--- src/inc/sbd_cfg.svh ---
// Address map, field and timing constants of the system bus front end
`ifndef SBD_CFG_SVH
`define SBD_CFG_SVH
`define SBD_RAM_END 24'h001fff
`define SBD_DBG_BASE 24'h001fc0
`define SBD_P1_BASE 24'h004000
`define SBD_P1_NARROW_END 24'h0041ff
`define SBD_P1_END 24'h004fff
`define SBD_P2_BASE 24'h005000
`define SBD_P2_WIDE_BASE 24'h005300
`define SBD_DISP_BASE 24'h0053c0
`define SBD_DISP_END 24'h0053ff
`define SBD_P2_END 24'h005fff
`define SBD_FL_BASE 24'h008000
`define SBD_FL_END 24'h027fff
`define SBD_CORE_BASE 24'hfffc00
`define SBD_MIRROR_ADDR 24'h00532c
`define SBD_MIRROR_LAST 24'h00532d
`define SBD_ID_ADDR 24'hffff84
// Arbitrary value, chosen to name no real core
`define SBD_ID_CODE 8'h5a
`define SBD_MIRROR_RST 8'h00
`define SBD_ZERO_BYTE 8'h00
`define SBD_ZERO_WORD 32'h00000000
`define SBD_MASK8 32'h000000ff
`define SBD_MASK16 32'h0000ffff
`define SBD_MASK32 32'hffffffff
`define SBD_LOW24 32'h00ffffff
`define SBD_W8 2'h0
`define SBD_W16 2'h1
`define SBD_W32 2'h2
`define SBD_SZ_BYTE 2'h0
`define SBD_SZ_HALF 2'h1
`define SBD_SZ_WORD 2'h2
`define SBD_CYC_NONE 3'h0
`define SBD_CYC_ONE 3'h1
`define SBD_FL_CYC_MAX 3'h5
`define SBD_ONE_BEAT 3'h1
`define SBD_ONE_ADDR 24'h000001
`define SBD_BYTE_BITS 5'h08
`endif

--- src/inc/sbd_pkg.sv ---
// Shared types of the system bus front end
package sbd_pkg;
	typedef enum logic [2:0] {
		SBD_AREA_NONE, SBD_AREA_RAM, SBD_AREA_DBG, SBD_AREA_P1,
		SBD_AREA_P2, SBD_AREA_DISP, SBD_AREA_FLASH, SBD_AREA_CORE
	} sbd_area_t;
	typedef struct packed {
		logic [23:0] addr;
		logic [1:0] size;
		logic we;
		logic stack;
		logic [31:0] wdata;
	} sbd_cpu_req_t;
	typedef struct packed {
		sbd_area_t area;
		logic [1:0] width;
		logic [2:0] cycles;
		logic local_only;
	} sbd_decode_t;
	typedef struct packed {
		logic req;
		logic we;
		logic [1:0] width;
		logic [23:0] addr;
		logic [31:0] wdata;
	} sbd_bus_req_t;
	typedef struct packed {
		logic [2:0] irq_level_copy;
		logic irq_enable_copy;
		logic carry_flag_copy;
		logic overflow_flag_copy;
		logic zero_flag_copy;
		logic negative_flag_copy;
	} sbd_status_t;
endpackage

--- src/hdl/sbd_access_seq.sv ---
// Splits one CPU access into device-width bus beats with wait cycles
`timescale 1ns/1ns
`include "sbd_cfg.svh"
module sbd_access_seq (
	input wire logic mclk_in,
	input wire logic resetn_in,
	input wire logic ce_in,
	input wire logic req_valid_in,
	input wire sbd_pkg::sbd_cpu_req_t req_in,
	input wire sbd_pkg::sbd_decode_t dec_in,
	input wire logic hold_in,
	input wire logic [31:0] local_rdata_in,
	input wire logic [7:0] status_in,
	input wire logic [31:0] bus_rdata_in,
	output logic req_ready_out,
	output logic resp_valid_out,
	output logic [31:0] resp_rdata_out,
	output logic busy_out,
	output sbd_pkg::sbd_area_t area_out,
	output sbd_pkg::sbd_bus_req_t bus_out
);
	typedef enum logic {SBD_ST_IDLE, SBD_ST_BEAT} sbd_state_t;
	sbd_state_t state;
	logic [1:0] size;
	logic [1:0] width;
	logic we;
	logic stack;
	logic [23:0] addr;
	logic [31:0] wdata;
	logic [31:0] acc;
	logic [31:0] lane;
	logic [31:0] next_acc;
	logic [31:0] final_data;
	logic [2:0] cycles;
	logic [2:0] wait_cnt;
	logic [2:0] beats;
	logic [4:0] pos;
	logic accept;
	logic beat_end;
	logic last;

	function automatic logic [2:0] beat_count(input logic [1:0] sz,
		input logic [1:0] wd);
		beat_count = `SBD_ONE_BEAT;
		if (sz > wd)
			beat_count = `SBD_ONE_BEAT << (sz - wd);
	endfunction

	function automatic logic [31:0] mask_of(input logic [1:0] w);
		case (w)
			`SBD_W8: mask_of = `SBD_MASK8;
			`SBD_W16: mask_of = `SBD_MASK16;
			default: mask_of = `SBD_MASK32;
		endcase
	endfunction

	assign req_ready_out = state == SBD_ST_IDLE && !hold_in;
	assign accept = ce_in && req_valid_in && req_ready_out;
	assign busy_out = state != SBD_ST_IDLE;
	assign beat_end = busy_out && wait_cnt == `SBD_CYC_ONE;
	assign last = beat_end && beats == `SBD_ONE_BEAT;
	assign bus_out = {busy_out, we, width, addr, wdata};

	always_comb begin
		lane = bus_rdata_in & mask_of(width);
		next_acc = acc | (lane << pos);
		final_data = next_acc & mask_of(size);
		// top byte dropped on plain 32-bit reads
		if (size == `SBD_SZ_WORD && !stack)
			final_data = final_data & `SBD_LOW24;
	end

	always_ff @(posedge mclk_in or negedge resetn_in) begin
		if (!resetn_in)
			state <= SBD_ST_IDLE;
		else if (ce_in) begin
			if (accept && !dec_in.local_only)
				state <= SBD_ST_BEAT;
			else if (last)
				state <= SBD_ST_IDLE;
		end
	end

	always_ff @(posedge mclk_in or negedge resetn_in) begin
		if (!resetn_in) begin
			addr <= '0;
			wdata <= '0;
			size <= '0;
			width <= '0;
			we <= 1'b0;
			stack <= 1'b0;
			cycles <= `SBD_CYC_ONE;
			wait_cnt <= `SBD_CYC_ONE;
			beats <= `SBD_ONE_BEAT;
			area_out <= sbd_pkg::SBD_AREA_NONE;
			pos <= '0;
			acc <= '0;
		end else if (ce_in) begin
			if (accept) begin
				addr <= req_in.addr;
				size <= req_in.size;
				we <= req_in.we;
				stack <= req_in.stack;
				width <= dec_in.width;
				cycles <= dec_in.cycles;
				wait_cnt <= dec_in.cycles;
				area_out <= dec_in.area;
				pos <= '0;
				acc <= '0;
				// beats from access size and device width
				beats <= beat_count(req_in.size, dec_in.width);
				wdata <= req_in.wdata;
				// top byte zero, or status when stacking
				if (req_in.size == `SBD_SZ_WORD)
					wdata <= {req_in.stack ? status_in : `SBD_ZERO_BYTE,
						req_in.wdata[23:0]};
			end else if (beat_end) begin
				acc <= next_acc;
				wait_cnt <= cycles;
				beats <= beats - `SBD_ONE_BEAT;
				// next higher address, next higher lane
				addr <= addr + (`SBD_ONE_ADDR << width);
				wdata <= wdata >> (`SBD_BYTE_BITS << width);
				pos <= pos + (`SBD_BYTE_BITS << width);
			end else if (busy_out)
				wait_cnt <= wait_cnt - `SBD_CYC_ONE;
		end
	end

	always_ff @(posedge mclk_in or negedge resetn_in) begin
		if (!resetn_in) begin
			resp_valid_out <= 1'b0;
			resp_rdata_out <= '0;
		end else if (ce_in) begin
			resp_valid_out <= 1'b0;
			if (accept && dec_in.local_only) begin
				resp_valid_out <= 1'b1;
				resp_rdata_out <= local_rdata_in & mask_of(req_in.size);
			end else if (last) begin
				resp_valid_out <= 1'b1;
				resp_rdata_out <= final_data;
			end
		end
	end

	property p_beat_count;
		@(posedge mclk_in) disable iff (!resetn_in)
		accept && !dec_in.local_only |=>
			beats == beat_count($past(req_in.size), $past(dec_in.width));
	endproperty
	a_beat_count: assert property (p_beat_count)
		else $error("beat count does not match size and width");

	property p_addr_step;
		@(posedge mclk_in) disable iff (!resetn_in)
		ce_in && beat_end && beats != `SBD_ONE_BEAT |=>
			addr == $past(addr) + (`SBD_ONE_ADDR << $past(width));
	endproperty
	a_addr_step: assert property (p_addr_step)
		else $error("split access did not step upward");

	property p_top_zero;
		@(posedge mclk_in) disable iff (!resetn_in)
		resp_valid_out && size == `SBD_SZ_WORD && !stack && !we |->
			resp_rdata_out[31:24] == `SBD_ZERO_BYTE;
	endproperty
	a_top_zero: assert property (p_top_zero)
		else $error("top byte of 32-bit read not dropped");

	property p_slow_flash;
		@(posedge mclk_in) disable iff (!resetn_in)
		accept && !dec_in.local_only && dec_in.cycles == `SBD_FL_CYC_MAX
		|=> busy_out [*5];
	endproperty
	a_slow_flash: assert property (p_slow_flash)
		else $error("five-cycle beat ended early");
endmodule

--- src/hdl/sbd_area_decode.sv ---
// Address decoder giving area, device width and cycles per bus access
`timescale 1ns/1ns
`include "sbd_cfg.svh"
module sbd_area_decode (
	input wire logic [23:0] addr_in,
	input wire logic [1:0] size_in,
	input wire logic we_in,
	input wire logic [2:0] flash_cycles_in,
	output sbd_pkg::sbd_decode_t dec_out
);
	logic [2:0] fl_cyc;

	// Out of range settings are clamped rather than trusted
	always_comb begin
		fl_cyc = flash_cycles_in;
		if (flash_cycles_in == `SBD_CYC_NONE)
			fl_cyc = `SBD_CYC_ONE;
		else if (flash_cycles_in > `SBD_FL_CYC_MAX)
			fl_cyc = `SBD_FL_CYC_MAX;
	end

	always_comb begin
		dec_out.area = sbd_pkg::SBD_AREA_NONE;
		dec_out.width = `SBD_W8;
		dec_out.cycles = `SBD_CYC_ONE;
		dec_out.local_only = 1'b0;
		if (addr_in >= `SBD_DBG_BASE && addr_in <= `SBD_RAM_END) begin
			dec_out.area = sbd_pkg::SBD_AREA_DBG;
			dec_out.width = `SBD_W32;
		end else if (addr_in <= `SBD_RAM_END) begin
			dec_out.area = sbd_pkg::SBD_AREA_RAM;
			dec_out.width = `SBD_W32;
		end else if (addr_in >= `SBD_P1_BASE && addr_in <= `SBD_P1_END) begin
			dec_out.area = sbd_pkg::SBD_AREA_P1;
			if (addr_in > `SBD_P1_NARROW_END)
				dec_out.width = `SBD_W16;
		end else if (addr_in >= `SBD_P2_BASE && addr_in <= `SBD_P2_END) begin
			dec_out.area = sbd_pkg::SBD_AREA_P2;
			if (addr_in >= `SBD_DISP_BASE && addr_in <= `SBD_DISP_END)
				dec_out.area = sbd_pkg::SBD_AREA_DISP;
			if (addr_in >= `SBD_P2_WIDE_BASE)
				dec_out.width = `SBD_W16;
			if (addr_in == `SBD_MIRROR_ADDR || addr_in == `SBD_MIRROR_LAST)
				dec_out.local_only = 1'b1;
		// flash, 16-bit, 1 to 5 cycles
		end else if (addr_in >= `SBD_FL_BASE && addr_in <= `SBD_FL_END) begin
			dec_out.area = sbd_pkg::SBD_AREA_FLASH;
			dec_out.width = `SBD_W16;
			dec_out.cycles = fl_cyc;
			if (we_in && size_in != `SBD_SZ_HALF)
				dec_out.local_only = 1'b1;
		end else if (addr_in >= `SBD_CORE_BASE) begin
			dec_out.area = sbd_pkg::SBD_AREA_CORE;
			if (addr_in == `SBD_ID_ADDR)
				dec_out.local_only = 1'b1;
		end else begin
			dec_out.local_only = 1'b1;
		end
	end
endmodule

--- src/hdl/sbd_bus_front.sv ---
// System bus front end: decode, split, serialise, status mirror and ID
`timescale 1ns/1ns
`include "sbd_cfg.svh"
module sbd_bus_front #(
	// Value is arbitrary
	parameter logic [7:0] CORE_ID = `SBD_ID_CODE
) (
	input wire logic mclk_in,
	input wire logic resetn_in,
	input wire logic ce_in,
	input wire sbd_pkg::sbd_status_t core_status_word_in,
	input wire logic [2:0] flash_cycles_in,
	input wire logic fetch_valid_in,
	input wire sbd_pkg::sbd_cpu_req_t fetch_req_in,
	output logic fetch_ready_out,
	output logic fetch_resp_valid_out,
	output logic [31:0] fetch_rdata_out,
	input wire logic data_valid_in,
	input wire sbd_pkg::sbd_cpu_req_t data_req_in,
	output logic data_ready_out,
	output logic data_resp_valid_out,
	output logic [31:0] data_rdata_out,
	output sbd_pkg::sbd_bus_req_t fetch_bus_out,
	input wire logic [31:0] fetch_bus_rdata_in,
	output sbd_pkg::sbd_bus_req_t data_bus_out,
	input wire logic [31:0] data_bus_rdata_in
);
	sbd_pkg::sbd_status_t processor_status_mirror;
	sbd_pkg::sbd_cpu_req_t fetch_req;
	sbd_pkg::sbd_decode_t dec_f;
	sbd_pkg::sbd_decode_t dec_d;
	sbd_pkg::sbd_area_t f_area;
	sbd_pkg::sbd_area_t d_area;
	sbd_pkg::sbd_area_t d_cur;
	logic f_busy;
	logic d_busy;
	logic f_hold;
	logic d_hold;
	logic d_acc;
	logic [31:0] f_local;
	logic [31:0] d_local;

	function automatic logic conflict(input sbd_pkg::sbd_area_t fa,
		input sbd_pkg::sbd_area_t da);
		conflict = 1'b0;
		// flash fetch against flash or display data
		if (fa == sbd_pkg::SBD_AREA_FLASH &&
			(da == sbd_pkg::SBD_AREA_FLASH || da == sbd_pkg::SBD_AREA_DISP))
			conflict = 1'b1;
		if ((fa == sbd_pkg::SBD_AREA_RAM || fa == sbd_pkg::SBD_AREA_DBG) &&
			(da == sbd_pkg::SBD_AREA_RAM || da == sbd_pkg::SBD_AREA_DBG))
			conflict = 1'b1;
	endfunction

	function automatic logic [31:0] local_read(input logic [23:0] a,
		input sbd_pkg::sbd_status_t st, input logic [7:0] id);
		local_read = `SBD_ZERO_WORD;
		// status byte in low lane, upper byte zero
		if (a == `SBD_MIRROR_ADDR)
			local_read = {`SBD_ZERO_BYTE, `SBD_ZERO_BYTE,
				`SBD_ZERO_BYTE, st};
		else if (a == `SBD_ID_ADDR)
			local_read = {`SBD_ZERO_BYTE, `SBD_ZERO_BYTE,
				`SBD_ZERO_BYTE, id};
	endfunction

	// mirror tracks the core, zero from reset
	always_ff @(posedge mclk_in or negedge resetn_in) begin
		if (!resetn_in)
			processor_status_mirror <= `SBD_MIRROR_RST;
		else if (ce_in)
			processor_status_mirror <= core_status_word_in;
	end

	// Fetches never write
	always_comb begin
		fetch_req = fetch_req_in;
		fetch_req.we = 1'b0;
	end

	// writes to the mirror only get the local answer
	assign f_local = local_read(fetch_req.addr, processor_status_mirror,
		CORE_ID);
	assign d_local = data_req_in.we ? `SBD_ZERO_WORD :
		local_read(data_req_in.addr, processor_status_mirror, CORE_ID);

	// Data access wins a same-cycle request; the fetch is stretched by its cycles
	assign d_cur = d_busy ? d_area : dec_d.area;
	// hold the fetch while conflicting data runs
	assign f_hold = conflict(dec_f.area, d_cur) &&
		(d_busy || (data_valid_in && !dec_d.local_only));
	assign d_hold = conflict(f_area, dec_d.area) && f_busy &&
		!dec_d.local_only;
	assign d_acc = ce_in && data_valid_in && data_ready_out;

	sbd_area_decode u_dec_fetch (
		.addr_in(fetch_req.addr),
		.size_in(fetch_req.size),
		.we_in(fetch_req.we),
		.flash_cycles_in(flash_cycles_in),
		.dec_out(dec_f)
	);

	sbd_area_decode u_dec_data (
		.addr_in(data_req_in.addr),
		.size_in(data_req_in.size),
		.we_in(data_req_in.we),
		.flash_cycles_in(flash_cycles_in),
		.dec_out(dec_d)
	);

	sbd_access_seq u_seq_fetch (
		.mclk_in(mclk_in),
		.resetn_in(resetn_in),
		.ce_in(ce_in),
		.req_valid_in(fetch_valid_in),
		.req_in(fetch_req),
		.dec_in(dec_f),
		.hold_in(f_hold),
		.local_rdata_in(f_local),
		.status_in(processor_status_mirror),
		.bus_rdata_in(fetch_bus_rdata_in),
		.req_ready_out(fetch_ready_out),
		.resp_valid_out(fetch_resp_valid_out),
		.resp_rdata_out(fetch_rdata_out),
		.busy_out(f_busy),
		.area_out(f_area),
		.bus_out(fetch_bus_out)
	);

	sbd_access_seq u_seq_data (
		.mclk_in(mclk_in),
		.resetn_in(resetn_in),
		.ce_in(ce_in),
		.req_valid_in(data_valid_in),
		.req_in(data_req_in),
		.dec_in(dec_d),
		.hold_in(d_hold),
		.local_rdata_in(d_local),
		.status_in(core_status_word_in),
		.bus_rdata_in(data_bus_rdata_in),
		.req_ready_out(data_ready_out),
		.resp_valid_out(data_resp_valid_out),
		.resp_rdata_out(data_rdata_out),
		.busy_out(d_busy),
		.area_out(d_area),
		.bus_out(data_bus_out)
	);

	property p_mirror_read;
		@(posedge mclk_in) disable iff (!resetn_in)
		d_acc && !data_req_in.we && data_req_in.addr == `SBD_MIRROR_ADDR
		|=> data_resp_valid_out &&
			data_rdata_out[7:0] == $past(processor_status_mirror);
	endproperty
	a_mirror_read: assert property (p_mirror_read)
		else $error("mirror read returned wrong status");

	property p_mirror_ro;
		@(posedge mclk_in) disable iff (!resetn_in)
		d_acc && data_req_in.we && data_req_in.addr == `SBD_MIRROR_ADDR
		|=> data_resp_valid_out && !data_bus_out.req;
	endproperty
	a_mirror_ro: assert property (p_mirror_ro)
		else $error("mirror write reached the bus");

	property p_mirror_high;
		@(posedge mclk_in) disable iff (!resetn_in)
		d_acc && !data_req_in.we && data_req_in.addr == `SBD_MIRROR_ADDR
		&& data_req_in.size == `SBD_SZ_HALF
		|=> data_rdata_out[15:8] == `SBD_ZERO_BYTE;
	endproperty
	a_mirror_high: assert property (p_mirror_high)
		else $error("mirror upper byte not zero");

	property p_mirror_reset;
		@(posedge mclk_in) disable iff (!resetn_in)
		$rose(resetn_in) |-> processor_status_mirror == `SBD_MIRROR_RST;
	endproperty
	a_mirror_reset: assert property (p_mirror_reset)
		else $error("mirror not zero after reset");

	property p_id_read;
		@(posedge mclk_in) disable iff (!resetn_in)
		d_acc && !data_req_in.we && data_req_in.addr == `SBD_ID_ADDR
		|=> data_resp_valid_out && data_rdata_out[7:0] == CORE_ID;
	endproperty
	a_id_read: assert property (p_id_read)
		else $error("identification read wrong");

	property p_stack_word;
		@(posedge mclk_in) disable iff (!resetn_in)
		d_acc && data_req_in.we && data_req_in.stack &&
		data_req_in.size == `SBD_SZ_WORD && !dec_d.local_only
		|=> data_bus_out.wdata[31:24] == $past(core_status_word_in);
	endproperty
	a_stack_word: assert property (p_stack_word)
		else $error("stacked word lacks status byte");

	property p_flash_write;
		@(posedge mclk_in) disable iff (!resetn_in)
		d_acc && data_req_in.we && dec_d.area == sbd_pkg::SBD_AREA_FLASH
		&& data_req_in.size != `SBD_SZ_HALF |=> !data_bus_out.req;
	endproperty
	a_flash_write: assert property (p_flash_write)
		else $error("non-halfword flash write reached the bus");

	property p_serial_flash;
		@(posedge mclk_in) disable iff (!resetn_in)
		fetch_bus_out.req && f_area == sbd_pkg::SBD_AREA_FLASH &&
		(d_area == sbd_pkg::SBD_AREA_FLASH ||
		d_area == sbd_pkg::SBD_AREA_DISP) |-> !data_bus_out.req;
	endproperty
	a_serial_flash: assert property (p_serial_flash)
		else $error("flash fetch overlapped data access");

	property p_serial_ram;
		@(posedge mclk_in) disable iff (!resetn_in)
		fetch_bus_out.req && data_bus_out.req |->
			!conflict(f_area, d_area);
	endproperty
	a_serial_ram: assert property (p_serial_ram)
		else $error("conflicting fetch and data overlapped");

	property p_ram_one;
		@(posedge mclk_in) disable iff (!resetn_in)
		d_acc && dec_d.area == sbd_pkg::SBD_AREA_RAM
		|=> data_bus_out.req ##1 data_resp_valid_out && !data_bus_out.req;
	endproperty
	a_ram_one: assert property (p_ram_one)
		else $error("RAM access not one cycle");

	property p_p1_one;
		@(posedge mclk_in) disable iff (!resetn_in)
		d_acc && dec_d.area == sbd_pkg::SBD_AREA_P1 &&
		data_req_in.size == `SBD_SZ_BYTE
		|=> data_bus_out.req ##1 data_resp_valid_out;
	endproperty
	a_p1_one: assert property (p_p1_one)
		else $error("area one access not one cycle");

	property p_p2_one;
		@(posedge mclk_in) disable iff (!resetn_in)
		d_acc && dec_d.area == sbd_pkg::SBD_AREA_P2 &&
		!dec_d.local_only && data_req_in.size == `SBD_SZ_BYTE
		|=> data_bus_out.req ##1 data_resp_valid_out;
	endproperty
	a_p2_one: assert property (p_p2_one)
		else $error("area two access not one cycle");

	property p_core_decode;
		@(posedge mclk_in) disable iff (!resetn_in)
		data_valid_in && data_req_in.addr >= `SBD_CORE_BASE
		|-> dec_d.area == sbd_pkg::SBD_AREA_CORE;
	endproperty
	a_core_decode: assert property (p_core_decode)
		else $error("core I/O address misdecoded");

	property p_dbg_decode;
		@(posedge mclk_in) disable iff (!resetn_in)
		data_valid_in && data_req_in.addr >= `SBD_DBG_BASE &&
		data_req_in.addr <= `SBD_RAM_END
		|-> dec_d.area == sbd_pkg::SBD_AREA_DBG;
	endproperty
	a_dbg_decode: assert property (p_dbg_decode)
		else $error("debug RAM address misdecoded");

	property p_flash_decode;
		@(posedge mclk_in) disable iff (!resetn_in)
		data_valid_in && data_req_in.addr >= `SBD_FL_BASE &&
		data_req_in.addr <= `SBD_FL_END
		|-> dec_d.area == sbd_pkg::SBD_AREA_FLASH && dec_d.width == `SBD_W16;
	endproperty
	a_flash_decode: assert property (p_flash_decode)
		else $error("flash address misdecoded");

	property p_unmapped;
		@(posedge mclk_in) disable iff (!resetn_in)
		d_acc && dec_d.area == sbd_pkg::SBD_AREA_NONE
		|=> data_resp_valid_out && !data_bus_out.req &&
			data_rdata_out == `SBD_ZERO_WORD;
	endproperty
	a_unmapped: assert property (p_unmapped)
		else $error("unmapped access not answered with zero");
endmodule

--- config.mk ---
export PLATFORM = sky130hd
export DESIGN_NAME = sbd_bus_front
export DESIGN_NICKNAME = d
export VERILOG_FILES = /design/src/inc/sbd_pkg.sv /design/src/hdl/sbd_access_seq.sv /design/src/hdl/sbd_area_decode.sv /design/src/hdl/sbd_bus_front.sv
export VERILOG_INCLUDE_DIRS = /design/src /design/src/inc
export SDC_FILE = /design/constraint.sdc
export NUM_CORES = 1
export LEC_CHECK = 0
export ABC_AREA = 1
export BUFFER_PORTS_ARGS = -buffer_cell sky130_fd_sc_hd__buf_2
export CORE_UTILIZATION = 40
export CTS_BUF_LIST = sky130_fd_sc_hd__clkbuf_4
export DETAILED_ROUTE_END_ITERATION = 10
export MAX_ROUTING_LAYER = met4
export PLACE_DENSITY = 0.68
export SETUP_SLACK_MARGIN = 0.4
export SLEW_MARGIN = 20
export SYNTH_ARGS = -nofsm -noshare
export SYNTH_HDL_FRONTEND = slang
export SYNTH_SLANG_ARGS = --single-unit
--- constraint.sdc ---
create_clock -name mclk_in -period 5.1 [get_ports mclk_in]
set_clock_uncertainty 0.15 [all_clocks]
set_input_delay 0.51 -clock mclk_in [delete_from_list [all_inputs] [get_ports mclk_in]]
set_output_delay 0.51 -clock mclk_in [all_outputs]
set_load 0.1 [all_outputs]
# == Word-level counts from Yosys, hierarchy flattened ==
# Index checks and enable logic that the tools add are counted.
# totals
regBits,297
inputBits,200
output_inout_bits,188
# op_classes
n_addsub,10
magnitude_cmp,29
eq_ne,35
shifts,10
muxes,107
bitwise,10
n_reduce_logical,75
# op_table
cell,count
32-bit two-way mux,21
32-bit case mux with 2 select lines,6
24-bit by 15-bit greater-or-equal comparator with 1-bit output (second input constant),8
32-bit bitwise AND,5
24-bit by 15-bit <= comparator with 1-bit output (second input constant),6
24-bit by 15-bit == test with 1-bit output (second input constant),4
24-bit two-way mux,4
32-bit OR,2
32-bit by 5-bit << shifter with 32-bit output,2
32-bit by 5-bit right shift with 32-bit output,2
3-bit two-way mux,21
5-bit two-way mux,12
24-bit adder,2
24-bit == test (second input constant),2
24-bit by 13-bit greater-or-equal comparator with 1-bit output (second input constant),2
24-bit by 16-bit greater-or-equal comparator with 1-bit output (second input constant),2
24-bit greater-or-equal comparator (second input constant),2
24-bit by 15-bit greater-than comparator with 1-bit output (second input constant),2
24-bit by 13-bit <= comparator with 1-bit output (second input constant),2
24-bit by 18-bit <= comparator with 1-bit output (second input constant),2
1-bit by 2-bit << shifter with 24-bit output (first input constant),2
1-bit logical AND,35
8-bit by 32-bit bitwise AND with 32-bit output,1
4-bit two-way mux,8
24 further kinds,121

# == Longest topological paths before layout ==
# Gate-level depths: netlist of run 1.
# depth
ltp_word,23
depth_mapped,20

# == Hierarchy ==
# A second synthesis of run 1 with hierarchy kept.
# hier_totals
hier_cells,2568
hier_area_um2,18221.2
# by_module_without_submodules
module,instances,cells_per_inst,area_per_inst_um2,seq_area_each_um2
sbd_access_seq at u_seq_fetch,1,1099,8210.4,3557.2
sbd_access_seq at u_seq_data,1,1110,8095.3,3557.2
sbd_bus_front,1,146,853.3,200.2
sbd_area_decode at u_dec_fetch,1,110,538.0,0.0
sbd_area_decode at u_dec_data,1,103,524.3,0.0

# == Worst setup path before layout of run 1 ==
# Ideal clock, no wire load.
# synth_timing
path_kind,register to register
startpoint,register u_seq_fetch.width[1]
endpoint,register u_seq_fetch.addr[20]
setup_ns,0.117
arrival_ns,3.884
required_ns,4.833
path_slack_ns,0.949
path_stages_with_launch,18
path_buffers,2
synth_period_minus_slack_ns,4.151
path_cell_list,dfrtp_1 > clkbuf_1 > nor2_1 > clkbuf_1 > ha_1 > inv_1 > fa_1 > o21ai_0 > nand3_1 > nor2_1 > nand2_1 > nor2_1 > nand3_1 > nor4_1 > xnor2_1 > nand2_1 > o21ai_1 > inv_2
# synth_between
elab_chain_cells,4
# synth_lines
item,line,rtl
"start, declared",sbd_access_seq.sv:25,logic [1:0] width;
"start signal, assigned",sbd_access_seq.sv:104,width <= dec_in.width;
1-bit by 2-bit << shifter with 24-bit output (no source line),-,
24-bit adder,sbd_access_seq.sv:122,addr <= addr + (`SBD_ONE_ADDR << width);
24-bit two-way mux,sbd_access_seq.sv:117,end else if (beat_end) begin
24-bit two-way mux,sbd_access_seq.sv:99,if (accept) begin
"end signal, assigned",sbd_access_seq.sv:100,addr <= req_in.addr;
"end signal, assigned",sbd_access_seq.sv:122,
"end, declared",sbd_access_seq.sv:28,logic [23:0] addr;
# No other way between the ends. The select of a mux whose other input is x is not followed.
# A chain may end at the register's enable or synchronous reset.

# == Worst setup path after layout of run 1 ==
# layout_timing
startpoint,register u_seq_fetch.width[0]
endpoint,register u_seq_fetch.addr[18]
# Same word-level chain as after synthesis.

==> flow_metrics.tcl, run 1 <==
set metrics [dict create \
    gr-total-overflow 0 \
    wirelength_mm 60.1 \
    die_h_um 208 \
    regArea_um2 7290 \
    yosys_warnings 0 \
    cp.arrival_ns 4.45 \
    start_util_pct 40.6 \
    status "complete, no violations" \
    crit_family "simple AND/OR/NAND/NOR gates" \
    required_ns 5.65 \
    worst_slack_ns 1.20 \
    ys_seq_area_share_pct 42.8 \
    post_drt_wl_per_cell_um 17.2 \
    gp_congestion 0.931 \
    hold_path.class "in -> reg" \
    antenna_found_initial 1 \
    crit_path_max_fanout 17 \
    ys_ff_latch 291 \
    vias 18500 \
    crit_path_end_kind "flip-flop" \
    hpwlAfterDp_mm 41.4 \
    netlist_area_um2 17000 \
    cts_root_buf "clkbuf_4" \
    finalHoldViolations 0 \
    critPathLaunchType "flip-flop" \
    cp_slowest_cell "fa_1" \
    synthesis.nets 2546 \
    totalPowerFinal_mw 13.5 \
    drt_first_pass_iters 8 \
    async_reset_ff_share_pct 100 \
    crit_chain "inv_1 -> nor2_1 -> inv_1 -> fa_1 -> o21ai_0 -> nand3_1 -> nor2_1 -> nand2_1 -> nor4_1 -> nand3_1 -> xnor2_1 -> nor2_1 -> nor3_1" \
    die_w_um 208 \
    cp_slowest_stage_delay_ns 0.56 \
    ant_nets 0 \
    placement_rows 75 \
    finalCritPeriodShare_pct 76.4 \
    vias_per_cell 5.30 \
    r2r_cells 13 \
    synth_edf_count 0 \
    holdPathStages 5 \
    htreeDepth 3 \
    drt_iter0_drc 1523 \
    cts_buffers 86 \
    setup_viol 0 \
    cts_tree "done" \
    maxCapViolCount 0 \
    fin_nets 3110 \
    synth_ff_type "dfrtp_1" \
    die_area_um2 43400 \
    pre_cts_ws_ns 1.18 \
    multi_input_area_um2 8120 \
    drc 0 \
    slew_viol_final 0 \
    boundaryPins 388 \
    synth_cell_types 53 \
    port_buffers 385 \
    grt_max_degree 115 \
    cts.sinks 291 \
    drive_gt1_share_pct 20.5 \
    peakVddDrop_v 0.000483 \
    area_delta_synth_final_pct 30.3 \
    netlist_instances 2320 \
    syn_area_per_cell_um2 7.34 \
    rsz0062_at_grt "false" \
    setup_tns_ns 0 \
    grt_usage_pct 28.6 \
    period_needed_ns 3.90 \
    max_slew_margin_pct 30.9 \
    nFillCells 4031 \
    clkTransAtPathRegs_ns 0.07 \
    utilization_pct 52.9 \
    crit_top_cell "nor2_1" \
    cts_resized 0 \
    fmax_mhz 257 \
    path_depth 13 \
    leakagePower_nw 11.4 \
    core_um2 41900 \
    critPathKind "reg -> reg" \
    powerDensity_nw_per_um2 608 \
    crit_buf_inv 2 \
    cts_buffer_depth 3 \
    worstSkewPairLatency_ns 0.84 \
    grt_pass1_wl_mm 96.0 \
    grt_pass1_vias 18100 \
    worstMarginPinSlew_ns 1.03 \
]
==> registers in the layout, summed over array words and instances (netlist names), 8 cells and up <==
signal	count
processor_status_mirror	8
u_seq_data.acc	32
u_seq_data.addr	24
u_seq_data.resp_rdata_out	32
u_seq_data.wdata	32
u_seq_fetch.acc	32
u_seq_fetch.addr	24
u_seq_fetch.resp_rdata_out	32
u_seq_fetch.wdata	32
==> worst paths after layout <==
| path | from | to | slack (ns) |
|---|---|---|---|
| max | u_seq_fetch.width[0] | u_seq_fetch.addr[18] | 1.20 |
| min | data_bus_rdata_in[5] | u_seq_data.acc[5] | 0.08 |
| max reg2reg | u_seq_fetch.width[0] | u_seq_fetch.addr[18] | 1.20 |
| min reg2reg | u_seq_data.cycles[0] | u_seq_data.cycles[0] | 0.32 |
| max in group asynchronous | resetn_in | u_seq_data.pos[4] | 3.57 |
| min in group asynchronous | resetn_in | u_seq_fetch.resp_rdata_out[9] | 0.10 |
==> routing by layer <==
layer	global-route usage (%)	vias to the layer above	part of all wire [%]
met3	5.90	132	7.9
li1	-	8775	-
met4	11.4	0	3.1
met1	35.4	8726	42
met5	-	-	0
met2	45.6	856	47
==> area by class of cell <==
class                   instances  area share (%)
flip-flops and latches        291            32.9
inverters                     288            4.87
multi-input cells            1630            36.6
diodes                          2          0.0226
well taps                     539            3.04
repair buffers                587            17.8
clock buffers                 115            3.89
clock inverters                35           0.942
==> cell families after synthesis <==
kind of cell,synth area share (%)
xor gates and xnor gates,2.52
adders and majority gates,2.09
AOI/OAI and AO/OA,17.1
and+or+nand+nor,25.9
DFF,42.8
other,0.0220
buffers and inverters,9.58
==> worst min-delay path, stage by stage <==
cell and delay (ns):
buf_2 0.12, nand2_1 0.12, o21ai_0 0.12, nand3_1 0.09
o21ai_0 0.07
==> repair_timing <==
| item | CTS | global route |
|---|---|---|
| buffers inserted | 0 | 0 |
| hold buffers | 184 | 0 |
| setup endpoints to repair | 0 | 0 |
| hold endpoints to repair | 250 | 0 |
==> synth_stat cells (2+ instances only) <==
library cell / count / area, µm²
dfstp_2: 6 / 158
inv_2: 29 / 109
o211ai_1: 54 / 405
a31oi_1: 6 / 37.5
nand2_4: 2 / 22.5
buf_4: 16 / 120
fa_1: 4 / 80.1
nor2_4: 4 / 45.0
xor2_1: 36 / 315
a211oi_1: 21 / 158
nand3_2: 5 / 50.1
buf_1: 7 / 26.3
nor2_2: 5 / 31.3
ha_1: 22 / 275
inv_1: 255 / 957
nand2_1: 689 / 2590
nand3b_1: 2 / 15.0
o21ai_0: 193 / 966
clkinv_1: 4 / 15.0
a22oi_1: 10 / 75.1
buf_2: 28 / 140
o211ai_2: 3 / 37.5
o31ai_1: 25 / 188
a221oi_1: 6 / 52.6
nor3_2: 2 / 20.0
a311oi_1: 2 / 17.5
nand4_2: 2 / 25.0
o21ai_1: 34 / 170
nor2_1: 177 / 664
nand4_1: 27 / 169
dfrtp_1: 285 / 7130
a21oi_1: 68 / 340
o2111ai_1: 2 / 17.5
o22ai_1: 65 / 407
or2_2: 7 / 43.8
nor4_1: 8 / 50.1
nand2_2: 5 / 31.3
buf_6: 5 / 56.3
nand3_1: 82 / 410
clkbuf_1: 54 / 203
nor3_1: 39 / 195
xnor2_1: 13 / 114
==> where the power goes <==
part | internal, mW | leakage, nW | total [mW] | switching, mW
sequential | 3.06 | 3.73 | 3.77 | 0.708
combinational | 1.52 | 7.06 | 7.45 | 5.93
clock | 1.15 | 0.620 | 2.28 | 1.12
==> placed cells by master, fill, tap and decap left out, drive strengths merged, types with 57 or more instances in the layout <==
master	instances
buf	403
dlygate4sd3	184
dfrtp	285
inv	285
clkbuf	115
nand2	696
nor2	186
o22ai	65
nand3	88
o21ai	228
o211ai	57
a21oi	68
==> through the flow <==
stage	std cells	area, µm²	hold WS (ns)
floorplan	2320	17000	0.0644
global placement	3151	19300	0.305
detailed placement	3151	19300	0.312
CTS	3485	22200	0.00188
global route	3487	22200	0.0549
finish	3487	22200	0.0786
Note: power is estimated with default switching activity, not from simulation.
==> run 2, diff against run 1 <==
--- a/config.mk
+++ b/config.mk
@@ -6,13 +6,13 @@
 export SDC_FILE = /design/constraint.sdc
 export NUM_CORES = 1
 export LEC_CHECK = 0
-export ABC_AREA = 1
+export ABC_AREA = 0
 export BUFFER_PORTS_ARGS = -buffer_cell sky130_fd_sc_hd__buf_2
 export CORE_UTILIZATION = 40
 export CTS_BUF_LIST = sky130_fd_sc_hd__clkbuf_4
 export DETAILED_ROUTE_END_ITERATION = 10
 export MAX_ROUTING_LAYER = met4
-export PLACE_DENSITY = 0.68
+export PLACE_DENSITY = 0.71
 export SETUP_SLACK_MARGIN = 0.4
 export SLEW_MARGIN = 20
 export SYNTH_ARGS = -nofsm -noshare
==> constraint.sdc (replaced) <==
create_clock -name mclk_in -period 3.4 [get_ports mclk_in]
set_clock_uncertainty 0.15 [all_clocks]
set_input_delay 0.34 -clock mclk_in [delete_from_list [all_inputs] [get_ports mclk_in]]
set_output_delay 0.34 -clock mclk_in [all_outputs]
set_load 0.1 [all_outputs]
==> flow_metrics.tcl, run 2 <==
set metrics [dict create \
    status "complete, but fails checks" \
    violations "DRC" \
    gr-total-overflow 0 \
    antenna_found_initial 3 \
    drive_gt1_share_pct 26.8 \
    drc 4 \
    vias 17000 \
    placement_rows 72 \
    synth_edf_count 0 \
    grt_usage_pct 29.3 \
    peakVddDrop_v 0.000507 \
    start_util_pct 40.6 \
    cp_slowest_stage_delay_ns 0.60 \
    synthesis.nets 1997 \
    r2r-start "u_seq_data.width[0]" \
    syn_area_per_cell_um2 8.86 \
    leakagePower_nw 10.2 \
    cts.sinks 291 \
    hpwlAfterDp_mm 38.8 \
    drt_iter0_drc 1289 \
    period_needed_ns 3.03 \
    worstSkewPairLatency_ns 0.78 \
    core_um2 38600 \
    hold_path.class "in -> async" \
    cp.arrival_ns 2.54 \
    worstMarginPinSlew_ns 0.968 \
    rsz0062_at_grt "true" \
    max_slew_margin_pct 35.5 \
    synth_cell_types 84 \
    r2r_cells 12 \
    die_h_um 200 \
    finalHoldViolations 0 \
    ys_ff_latch 291 \
    yosys_warnings 0 \
    gp_congestion 0.923 \
    fmax_mhz 331 \
    post_drt_wl_per_cell_um 19.2 \
    critPathKind "in -> out" \
    pre_cts_ws_ns 0.0192 \
    synthTopCellsByCount "dfrtp_1 (285), nand2_1 (212), nor2_1 (209)" \
    boundaryPins 388 \
    setup_viol 0 \
    r2r-end "u_seq_data.addr[20]" \
    netlist_instances 1771 \
    drt_first_pass_iters 10 \
    synth_top_area_share_pct 45.5 \
    ys_seq_area_share_pct 46.5 \
    maxCapViolCount 0 \
    path_depth 11 \
    clkTransAtPathRegs_ns 0.06 \
    crit_top_cell "a21oi_1" \
    synth_ff_type "dfrtp_1" \
    cts_buffers 83 \
    netlist_area_um2 15700 \
    async_reset_ff_share_pct 100 \
    grt_max_degree 110 \
    cts_buffer_depth 3 \
    cts_root_buf "clkbuf_4" \
    htreeDepth 3 \
    layout_common_cells "buf_2 (381), dfrtp_1 (277), dlygate4sd3_1 (235)" \
    r2r_slack_ns 0.51 \
    required_ns 2.91 \
    port_buffers 385 \
    powerDensity_nw_per_um2 726 \
    die_w_um 200 \
    finalCritPeriodShare_pct 89.0 \
    crit_chain "buf_2 -> dlygate4sd3_1 -> nor2_1 -> nand4_1 -> or2_2 -> inv_1 -> o211a_1 -> a21oi_1 -> a21oi_1 -> nor2_2 -> clkbuf_4" \
    crit_buf_inv 4 \
    crit_family "buffers and inverters" \
    final_common_cell "buf_2" \
    critPathLaunchType "input pin" \
    setup_tns_ns 0 \
    wirelength_mm 57.9 \
    crit_path_end_kind "primary output" \
    area_delta_synth_final_pct 40.1 \
    crit_path_max_fanout 4 \
    synth.most_common_cell "dfrtp_1" \
    vias_per_cell 5.64 \
    cp_slowest_cell "dlygate4sd3_1" \
    fin_nets 2651 \
    yosysTopAreaCell "dfrtp_1" \
    grt_pass1_wl_mm 88.4 \
    synth_area_leaders "dfrtp_1 (45%), o21ai_0 (5.4%), a21oi_1 (5.4%)" \
    slew_viol_final 0 \
    grt_pass1_vias 16800 \
    ant_nets 0 \
    cts_tree "done" \
    die_area_um2 40000 \
    worst_slack_ns 0.375 \
]
[run 2: routing by layer]
metal	share of wire [%]	GRT usage (%)	vias to the layer above
li1	-	-	7759
met1	40	35.4	8079
met2	47	45.8	931
met3	8.2	6.12	201
met4	4.6	16.1	0
met5	0	-	-
[run 2: worst max path at each step]
stage                            to            startpoint  slack [ns]
6_report            fetch_ready_out      fetch_req_in[59]        0.37
5_1_grt             fetch_ready_out      fetch_req_in[59]        0.27
4_1_cts             fetch_ready_out      fetch_req_in[59]        0.36
3_5_place_dp   u_seq_fetch.beats[2]      fetch_req_in[56]        0.02
3_3_place_gp   u_seq_fetch.beats[2]      fetch_req_in[56]        0.08
2_1_floorplan  u_seq_fetch.addr[14]  u_seq_fetch.width[1]        0.28
[run 2: cells by family (layout without fill, tap and decap cells)]
group,after synthesis,count (layout),share of synthesized area [%]
adder cells (fa/ha/maj),26,26,2.27
XOR/XNOR,21,21,1.17
buffers and inverters,148,865,4.10
other,1,5,0.0239
AO/OA/AOI/OAI,554,554,21.8
flip-flops,291,291,46.5
multiplexers,75,75,4.90
AND/OR/NAND/NOR,655,655,19.2
[run 2: power by group]
part | total [mW] | switching, mW | internal (mW)
logic | 7.59 | 5.83 | 1.77
clock network | 3.43 | 1.60 | 1.84
registers | 4.93 | 0.725 | 4.21
[run 2: metrics by stage]
| step | util [%] | cells | hold WS [ns] | cell area, µm² | total power, mW |
|---|---|---|---|---|---|
| floorplan | - | 1771 | -0.106 | 15800 | 10.6 |
| CTS | 56.6 | 3000 | 0.0000311 | 21900 | 15.9 |
| global placement | 47.6 | 2616 | 0.306 | 18400 | 12.1 |
| global route | 56.9 | 3009 | 0.0545 | 22000 | 16.8 |
| detailed placement | 47.6 | 2616 | 0.305 | 18400 | 12.2 |
| finish | 56.9 | 3010 | 0.0719 | 22000 | 16.0 |
[run 2: worst register-to-register path: stages (launching register included)]
cell	delay (ns)
dfrtp_4	0.51
or2_4	0.29
inv_4	0.07
ha_4	0.12
inv_1	0.05
fa_2	0.34
nor2b_2	0.14
o21ai_1	0.10
a21o_1	0.27
nor2_4	0.18
and3_1	0.17
o21ai_0	0.07
a221o_1	0.33
[run 2: what timing repair did]
action / 4_1_cts / 5_1_grt
hold buffers: 236 / 0
resized for setup: 6 / 13
setup buffers: 0 / 6
pin swaps: 0 / 7
endpoints found under the hold margin: 394 / 0
endpoints found under the setup margin: 5 / 23
[run 2: layout make-up]
| type | instances | area [µm²] |
|---|---|---|
| well taps | 518 | 648 |
| clock inverters | 23 | 164 |
| clock buffers | 125 | 938 |
| fillers | 3417 | 16700 |
| multi-input cells | 1332 | 7890 |
| flip-flops and latches | 291 | 7310 |
| inverters | 34 | 133 |
| diodes | 4 | 10.0 |
| repair buffers | 683 | 4890 |
